## config.mk

```make
export PLATFORM = sky130hd
export DESIGN_NAME = wrt_wrap_timer
export DESIGN_NICKNAME = d
export VERILOG_FILES = /design/src/wrt_wrap_timer.v
export VERILOG_INCLUDE_DIRS = /design/src
export SDC_FILE = /design/constraint.sdc
export NUM_CORES = 1
export LEC_CHECK = 0
export BUFFER_PORTS_ARGS = -buffer_cell sky130_fd_sc_hd__buf_2
export CAP_MARGIN = 20
export CELL_PAD_IN_SITES_DETAIL_PLACEMENT = 1
export CELL_PAD_IN_SITES_GLOBAL_PLACEMENT = 2
export CORE_MARGIN = 2
export CORE_UTILIZATION = 30
export DETAILED_ROUTE_END_ITERATION = 10
export MAX_ROUTING_LAYER = met4
export PLACE_DENSITY_LB_ADDON = 0.1
export RECOVER_POWER = 100
export SLEW_MARGIN = 40
export SYNTH_ARGS = -nofsm -noshare
export SYNTH_HDL_FRONTEND = slang
export SYNTH_SLANG_ARGS = --single-unit
```

## constraint.sdc

```tcl
create_clock -name aclk -period 2.3 [get_ports aclk]
set_clock_uncertainty 0.15 [all_clocks]
set_input_delay 0 -clock aclk [delete_from_list [all_inputs] [get_ports aclk]]
set_output_delay 0 -clock aclk [all_outputs]
set_load 0.05 [all_outputs]
```

## src/wrt_regs.vh

```
// register offsets, field positions and reset values of the wrap timer
`ifndef WRT_REGS_VH
`define WRT_REGS_VH
// -------------------------------------------------------------
// byte offsets on the register bus
// -------------------------------------------------------------
`define WRT_OFF_STATUS_CONTROL 4'h0
`define WRT_OFF_CLOCK_CONFIG 4'h4
`define WRT_OFF_COUNT_VALUE 4'h8
`define WRT_OFF_WRAP_LIMIT 4'hc
// -------------------------------------------------------------
// field positions
// -------------------------------------------------------------
`define WRT_BIT_OVF 7
`define WRT_BIT_OVF_IRQ_EN 6
`define WRT_BIT_CNT_RESET 5
`define WRT_BIT_HALT 4
`define WRT_SRC_HI 5
`define WRT_SRC_LO 4
`define WRT_PS_HI 3
`define WRT_PS_LO 0
// -------------------------------------------------------------
// reset values and encodings
// -------------------------------------------------------------
`define WRT_RST_HALT 1'b1
`define WRT_RST_SRC 2'h0
`define WRT_RST_PS 4'h0
`define WRT_RST_COUNT 8'h00
`define WRT_RST_WRAP 8'h00
`define WRT_SRC_BUS 2'h0
`define WRT_SRC_FIXED 2'h1
`define WRT_SRC_EXT_FALL 2'h2
`define WRT_SRC_EXT_RISE 2'h3
`define WRT_PS_MAX 4'h8
`define WRT_RESP_OKAY 2'h0
`define WRT_RESP_SLVERR 2'h2
`endif

```

## src/wrt_wrap_timer.v

```verilog
// 8-bit wrap timer with prescaler, source select and axi4-lite registers
//
// Overview of operation
// overflow flag bit 7 sets when counter wraps from limit to zero
// flag clears on a status read with flag set, then a write of 0
// counter reset bit write of 1 or wrap limit write also clears flag
// irq enable in bit 6; irq asserted while enable and flag both 1
// software clears flag before setting irq enable
// write 1 to bit 5 zeroes counter and flag; reads as 0
// halt bit 4 freezes counter; clearing resumes from held value
// reset sets halt bit, counter idle until software clears it
// status bits 3:0 and config bits 7:6 read zero
// source field 5:4: bus, fixed clock, ext falling, ext rising
// changing source does not clear counter
// reset clears source field, selecting the bus clock
// prescale field 3:0 divides source by two to the code
// codes above 8 divide by 256
// changing prescale does not clear counter
// reset clears prescale field to divide-by-1
// counter counts to wrap limit then wraps; limit zero free-runs
// wrap limit write zeroes counter and flag; reset clears limit
// count register read-only, writes ignored, reset clears it
// external input no faster than a quarter of bus clock
// overflow between flag read and clearing write keeps the flag
// external input synchronised, selected edge gives one-cycle enable
`timescale 1ns/1ns
`default_nettype none
`include "wrt_regs.vh"

module wrt_wrap_timer #(
   parameter PS_WIDTH = 8
) (
   input wire aclk,
   input wire aresetn,
   input wire [3:0] s_axi_awaddr,
   input wire s_axi_awvalid,
   output reg s_axi_awready,
   input wire [31:0] s_axi_wdata,
   input wire [3:0] s_axi_wstrb,
   input wire s_axi_wvalid,
   output reg s_axi_wready,
   output reg [1:0] s_axi_bresp,
   output reg s_axi_bvalid,
   input wire s_axi_bready,
   input wire [3:0] s_axi_araddr,
   input wire s_axi_arvalid,
   output reg s_axi_arready,
   output reg [31:0] s_axi_rdata,
   output reg [1:0] s_axi_rresp,
   output reg s_axi_rvalid,
   input wire s_axi_rready,
   input wire fixed_frequency_clock,
   input wire external_count_input,
   output reg overflow_irq
);

   // ------------------------------------------------------------
   // state
   // ------------------------------------------------------------
   reg overflow_flag_r;
   reg overflow_irq_enable_r;
   reg counter_halt_bit_r;
   reg [1:0] count_source_select_r;
   reg [3:0] prescale_select_r;
   reg [7:0] count_r;
   reg [7:0] wrap_limit_value_r;
   reg [PS_WIDTH-1:0] prescale_r;
   reg clear_armed_r;
   reg [2:0] ext_sync_r;
   reg [2:0] fix_sync_r;
   reg [3:0] awaddr_r;
   reg aw_held_r;
   reg [31:0] wdata_r;
   reg [3:0] wstrb_r;
   reg w_held_r;

   // ------------------------------------------------------------
   // source selection and prescaler
   // ------------------------------------------------------------
   wire ext_rise = ext_sync_r[1] & ~ext_sync_r[2];
   wire ext_fall = ~ext_sync_r[1] & ext_sync_r[2];
   wire fix_rise = fix_sync_r[1] & ~fix_sync_r[2];
   reg src_tick;
   reg [PS_WIDTH-1:0] ps_mask;
   wire [PS_WIDTH-1:0] prescale_inc = prescale_r + {{(PS_WIDTH-1){1'b0}}, 1'b1};

   // pick the qualifying source edge
   always @* begin
      case (count_source_select_r)
         `WRT_SRC_BUS: src_tick = 1'b1;
         `WRT_SRC_FIXED: src_tick = fix_rise;
         `WRT_SRC_EXT_FALL: src_tick = ext_fall;
         `WRT_SRC_EXT_RISE: src_tick = ext_rise;
         default: src_tick = 1'b1;
      endcase
   end

   // low bits of the prescaler that must be all ones for a count
   always @* begin
      if (prescale_select_r >= `WRT_PS_MAX) begin
         ps_mask = {PS_WIDTH{1'b1}};
      end else begin
         ps_mask = ~({PS_WIDTH{1'b1}} << prescale_select_r);
      end
   end

   // prescaler is not cleared on config change, so the next
   // count may come early; counter value itself is kept
   wire count_tick = src_tick & ~counter_halt_bit_r & ((prescale_r & ps_mask) == ps_mask);
   // a zero limit means free running: the wrap then comes at all ones,
   // which is also where the flag must set; comparing against zero
   // itself would pin the counter at zero and flag every tick
   wire [7:0] wrap_at = (wrap_limit_value_r == 8'h00) ? 8'hff : wrap_limit_value_r;
   wire wrap_now = count_tick & (count_r == wrap_at);

   // ------------------------------------------------------------
   // bus decode
   // ------------------------------------------------------------
   // a write acts once, at the edge where both halves are held and the
   // response is raised; decoding raw valids would apply it twice
   wire wr_go = aw_held_r & w_held_r & ~s_axi_bvalid;
   wire [3:0] wr_addr = awaddr_r;
   wire [31:0] wr_data = wdata_r;
   wire [3:0] wr_strb = wstrb_r;
   // only byte lane 0 carries register bits
   wire wr_lane0 = wr_go & wr_strb[0];
   wire wr_sc = wr_lane0 & (wr_addr == `WRT_OFF_STATUS_CONTROL);
   wire wr_clk = wr_lane0 & (wr_addr == `WRT_OFF_CLOCK_CONFIG);
   wire wr_mod = wr_lane0 & (wr_addr == `WRT_OFF_WRAP_LIMIT);
   wire wr_known = (wr_addr == `WRT_OFF_STATUS_CONTROL) | (wr_addr == `WRT_OFF_CLOCK_CONFIG) |
                   (wr_addr == `WRT_OFF_COUNT_VALUE) | (wr_addr == `WRT_OFF_WRAP_LIMIT);
   wire rd_go = s_axi_arvalid & s_axi_arready;
   wire rd_sc = rd_go & (s_axi_araddr == `WRT_OFF_STATUS_CONTROL);
   wire cnt_reset = wr_sc & wr_data[`WRT_BIT_CNT_RESET];
   // flag-clear write only counts when armed by a read that saw it set
   wire flag_clear = wr_sc & ~wr_data[`WRT_BIT_OVF] & clear_armed_r;

   // ------------------------------------------------------------
   // read data
   // ------------------------------------------------------------
   // unmapped offsets read as zero with an error response
   reg [7:0] rd_byte;
   reg rd_known;
   always @* begin
      rd_known = 1'b1;
      case (s_axi_araddr)
         `WRT_OFF_STATUS_CONTROL: rd_byte = {overflow_flag_r, overflow_irq_enable_r, 1'b0,
                                             counter_halt_bit_r, 4'h0};
         `WRT_OFF_CLOCK_CONFIG: rd_byte = {2'b00, count_source_select_r, prescale_select_r};
         `WRT_OFF_COUNT_VALUE: rd_byte = count_r;
         `WRT_OFF_WRAP_LIMIT: rd_byte = wrap_limit_value_r;
         default: begin
            rd_byte = 8'h00;
            rd_known = 1'b0;
         end
      endcase
   end

   // ------------------------------------------------------------
   // axi4-lite handshakes
   // ------------------------------------------------------------
   always @(posedge aclk) begin
      if (!aresetn) begin
         s_axi_awready <= 1'b0;
         s_axi_wready <= 1'b0;
         s_axi_bvalid <= 1'b0;
         s_axi_bresp <= `WRT_RESP_OKAY;
         s_axi_arready <= 1'b0;
         s_axi_rvalid <= 1'b0;
         s_axi_rresp <= `WRT_RESP_OKAY;
         s_axi_rdata <= 32'h0000_0000;
         aw_held_r <= 1'b0;
         w_held_r <= 1'b0;
         awaddr_r <= 4'h0;
         wdata_r <= 32'h0000_0000;
         wstrb_r <= 4'h0;
      end else begin
         // capture each write channel independently, either order
         if (s_axi_awvalid & s_axi_awready) begin
            aw_held_r <= 1'b1;
            awaddr_r <= s_axi_awaddr;
         end
         if (s_axi_wvalid & s_axi_wready) begin
            w_held_r <= 1'b1;
            wdata_r <= s_axi_wdata;
            wstrb_r <= s_axi_wstrb;
         end
         s_axi_awready <= ~aw_held_r & ~(s_axi_awvalid & s_axi_awready) & ~s_axi_bvalid;
         s_axi_wready <= ~w_held_r & ~(s_axi_wvalid & s_axi_wready) & ~s_axi_bvalid;
         // held halves are freed when the response is raised
         if (aw_held_r & w_held_r & ~s_axi_bvalid) begin
            s_axi_bvalid <= 1'b1;
            s_axi_bresp <= wr_known ? `WRT_RESP_OKAY : `WRT_RESP_SLVERR;
            aw_held_r <= 1'b0;
            w_held_r <= 1'b0;
         end else if (s_axi_bvalid & s_axi_bready) begin
            s_axi_bvalid <= 1'b0;
         end
         // read: one outstanding; arready returns as soon as the data has
         // gone and never waits for arvalid to drop, which would stall
         if (rd_go | s_axi_rvalid) begin
            s_axi_arready <= 1'b0;
         end else begin
            s_axi_arready <= 1'b1;
         end
         if (rd_go) begin
            s_axi_arready <= 1'b0;
            s_axi_rvalid <= 1'b1;
            s_axi_rdata <= {24'h00_0000, rd_byte};
            s_axi_rresp <= rd_known ? `WRT_RESP_OKAY : `WRT_RESP_SLVERR;
         end else if (s_axi_rvalid & s_axi_rready) begin
            s_axi_rvalid <= 1'b0;
         end
      end
   end

   // ------------------------------------------------------------
   // synchronisers for the pin and the fixed clock
   // ------------------------------------------------------------
   always @(posedge aclk) begin
      if (!aresetn) begin
         ext_sync_r <= 3'b000;
         fix_sync_r <= 3'b000;
      end else begin
         // only stage two and the edge stage feed logic
         ext_sync_r <= {ext_sync_r[1:0], external_count_input};
         fix_sync_r <= {fix_sync_r[1:0], fixed_frequency_clock};
      end
   end

   // ------------------------------------------------------------
   // control registers
   // ------------------------------------------------------------
   always @(posedge aclk) begin
      if (!aresetn) begin
         overflow_irq_enable_r <= 1'b0;
         counter_halt_bit_r <= `WRT_RST_HALT;
         count_source_select_r <= `WRT_RST_SRC;
         prescale_select_r <= `WRT_RST_PS;
         wrap_limit_value_r <= `WRT_RST_WRAP;
      end else begin
         // bit 5 is a strobe only and is kept nowhere
         if (wr_sc) begin
            overflow_irq_enable_r <= wr_data[`WRT_BIT_OVF_IRQ_EN];
            counter_halt_bit_r <= wr_data[`WRT_BIT_HALT];
         end
         if (wr_clk) begin
            // count_r untouched here on purpose
            count_source_select_r <= wr_data[`WRT_SRC_HI:`WRT_SRC_LO];
            prescale_select_r <= wr_data[`WRT_PS_HI:`WRT_PS_LO];
         end
         if (wr_mod) begin
            wrap_limit_value_r <= wr_data[7:0];
         end
      end
   end

   // ------------------------------------------------------------
   // counter, prescaler, overflow flag and interrupt
   // ------------------------------------------------------------
   always @(posedge aclk) begin
      if (!aresetn) begin
         count_r <= `WRT_RST_COUNT;
         prescale_r <= {PS_WIDTH{1'b0}};
         overflow_flag_r <= 1'b0;
         clear_armed_r <= 1'b0;
         overflow_irq <= 1'b0;
      end else begin
         // explicit resets restart the prescaler too, so the next period is whole
         if (cnt_reset | wr_mod) begin
            count_r <= 8'h00;
            prescale_r <= {PS_WIDTH{1'b0}};
         end else begin
            if (src_tick & ~counter_halt_bit_r) begin
               prescale_r <= prescale_inc;
            end
            if (wrap_now) begin
               count_r <= 8'h00;
            end else if (count_tick) begin
               count_r <= count_r + 8'h01;
            end
         end
         // set wins over the two-step clear; explicit resets win over set
         if (cnt_reset | wr_mod) begin
            overflow_flag_r <= 1'b0;
         end else if (wrap_now) begin
            overflow_flag_r <= 1'b1;
         end else if (flag_clear) begin
            overflow_flag_r <= 1'b0;
         end
         // a new overflow disarms the pending clear
         if (wrap_now | wr_sc | cnt_reset | wr_mod) begin
            clear_armed_r <= 1'b0;
         end else if (rd_sc & overflow_flag_r) begin
            clear_armed_r <= 1'b1;
         end
         // software is expected to clear flag before enabling
         overflow_irq <= overflow_irq_enable_r & overflow_flag_r;
      end
   end

endmodule
`default_nettype wire

```

==> results by group <==
Floorplanning
  – DIE WIDTH: ~110 um
  – Die area: 12300 um^2
  – Die Y: 111 um
  – Core Region: 11000 um^2
  – Top-Level Pins: 95
  – Starting Density: 31.1%
  – # rows: 38

Cells and area
  – Nets@finish: 527
  – # diodes: 0
  – Filler instances: 1304
  – P&R area growth vs syn: 27.1%
  – Multi-input gate area: 1790 um^2
  – Share of post-route cells with drive strength above 1: 14.0%
  – Register area: roughly 1400 um^2
  – Final core utilization: 39.5%

Routing
  – First-pass detailed-route iteration total: 4
  – Met2 wire length: 4.26 mm
  – WL met3: 263 um
  – Vias: 2869
  – Wirelength per Cell: around 15 um
  – Drt initial violations: 99
  – Final ANT Viol Nets: 0
  – Vias/cell: 4.65
  – M1 WL: 4.30 mm
  – Uppermost layer routed: met4
  – Drt drc: 0
  – Total Wirelength: 8.97 mm

Logic synthesis
  – Mapped Area: approximately 3400 um^2
  – Cell variety after synth: 49
  – Synth top cells by count: 71 x dfxtp_1, 54 x nand2_1, 27 x nor2_1, 26 x buf_4, 20 x a21boi_0
  – Seq/Total Area, Yosys: 41.6%
  – Syn avg cell area: 8.76 um^2
  – Synth area leader: dfxtp_1
  – Flops & latches, synth: 71
  – YS warnings: 0
  – Most numerous cell in the Yosys netlist: dfxtp_1
  – Synthesized instance count: 390
  – Area contributors post-synth: dfxtp_1 42%, nand2_1 5.9%, buf_4 5.7%, a21boi_0 4.4%, xnor2_1 4.1%
  – Number of flops mapped to enable cells by yosys: 0
  – Async S/R FF share, synth: 0%
  – Main synth FF type: dfxtp_1
  – Synth top area share: 41.6%

CTS
  – CTS sink count: between 70 and 80
  – CTS Buf Count: 9
  – Worst-Skew Late Latency: 340 ps
  – Clock-pin slew on the worst setup and hold paths: 60 ps
  – Setup Buffers After CTS: 0
  – Clk root buf: clkbuf_16
  – CTS tree: yes
  – H-tree lvl count: 3
  – Clock Path Buffers: 2

Status
  – Status: finished clean

Hold path
  – Worst hold path class: primary input to flip-flop

STA
  – Fin Setup TNS: 0 ps
  – Tcrit/Tclk final: between 90% and 100%
  – RSZ-0062 raised after global routing: false
  – Slew margin rel.: a little under three fifths
  – Final Setup Violations: 0
  – Hold Vio Cnt, Final: 0
  – Fmax achieved: 465 MHz
  – Worst Max-Slew Pin Slew: 671 ps
  – Pins Over Slew Limit: 0
  – Crit path time final: 2150 ps

Pwr
  – Switching Fraction: 26.0%
  – Sequential Power Share: 43.2%
  – Leakage: 1.59 nW
  – Clock power frac: 47.0%
  – PD cells: 681 nW/um^2
  – Worst vdd ir: 305 uV
  – Int Pwr: 2.19 mW
  – Combinational Power Share: 9.8%
  – Psw: 0.770 mW

GRT
  – Initial antenna violation count: 0
  – Largest net degree at the start of global routing: 30
  – Vias in the first global route: 2977
  – All-Layer GR Usage: approximately 16%
  – First-pass GRT wire length: 15.1 mm
  – Total gr overflow: 0

Setup path
  – Worst Path Max Fanout: 6
  – Critical Path Sink Type: flip-flop
  – Worst EP required: 2420 ps
  – WS Path Type: flip-flop to flip-flop
  – Worst Path Arrival: 2270 ps
  – Worst setup SP type: flip-flop

Placed design
  – Port-buffer cells: just over 40
  – GPL Wtd Cong: about 0.76
  – HPWL after DPL: 6.41 mm

Flow run
  – Max Cap Viol: 0
==> layout by cell type (no fill, tap or decap), types with 12 or more instances in the layout <==
cell type	count
dfxtp_1	71
nand2_1	54
dlygate4sd3_1	38
nor2_1	27
conb_1	26
buf_2	24
a21boi_0	20
clkbuf_1	18
nor2b_1	16
xnor2_1	16
nand3_1	14
mux2i_1	12
o21ai_0	12
a22oi_1	12
==> registers in the layout (all words and copies together), names as in the netlist, 2 cells and up <==
| register | cells |
|---|---|
| count_r | 8 |
| prescale_select_r | 4 |
| prescale_r | 8 |
| wrap_limit_value_r | 8 |
| s_axi_rdata | 8 |
| awaddr_r | 4 |
| count_source_select_r | 2 |
| wdata_r | 8 |
| fix_sync_r | 3 |
| ext_sync_r | 3 |
==> kinds of logic after synthesis <==
kind of cell | share of synthesized area [%]
compound gates | 14.5
other cells | 0.110
xor+xnor | 4.10
buf+inv | 8.86
mux | 6.15
simple gates | 24.0
flops | 41.6
fa+ha+maj | 0.732
==> cell type report <==
cell class | instances | area share, %
Inverter | 8 | 0.692
Multi-Input combinational cell | 294 | 41.2
Sequential cell | 71 | 32.7
Tap cell | 140 | 4.03
Clock inverter | 7 | 1.70
Clock buffer | 9 | 5.19
Timing Repair Buffer | 88 | 14.4
==> power groups by stage <==
stage                     clock, mW  sequential [mW]  combinational, mW
final                          1.39             1.28              0.289
after global routing           1.50             1.28              0.312
after CTS                      1.45             1.28              0.294
after detailed placement          0             1.30              0.247
after global placement            0             1.30              0.246
after floorplan                   0             1.33              0.202
==> worst paths after layout <==
path | from | end | slack [ps] | cells past startpoint
max | prescale_select_r[1]$_SDFFE_PN0P_ | count_r[7]$_SDFFE_PP0P_ | 150 | 6
max reg2reg | prescale_select_r[1]$_SDFFE_PN0P_ | count_r[7]$_SDFFE_PP0P_ | 150 | 6
min reg2reg | ext_sync_r[0]$_SDFF_PN0_ | ext_sync_r[1]$_SDFF_PN0_ | 290 | 1
min | s_axi_wvalid | wdata_r[3]$_SDFFE_PN0P_ | 30 | 4
==> critical path: stages (launching register included) <==
cell	delay, ps
dfxtp_1	370
nor2b_1	160
o21ai_1	160
nand3_2	180
or3_1	510
or3_1	420
a21oi_2	140
==> routing by layer <==
metal	global-route usage, %	vias up
met2	25.2	42
met4	5.33	0
met1	19.8	1364
li1	-	1450
met5	-	-
met3	3.61	13
==> metrics by stage <==
stage               power (mW)  instances  hold slack, ps  cell area, um^2  setup WS [ps]
global route              3.09        617            83.7             4340           8.51
detailed placement        1.55        563            61.1             3680            145
CTS                       3.02        617            26.6             4360            114
floorplan                 1.53        415           -22.7             3510           43.6
finish                    2.96        617            29.1             4340            151
global placement          1.55        563            61.3             3680            183
==> timing repair <==
action                     in CTS  in global routing
resized for setup               0                  1
hold endpoints to repair       27                  0
setup endpoints to repair       0                  1
hold buffers                   38                  0
No activity file was read; power rests on OpenSTA's default activity.
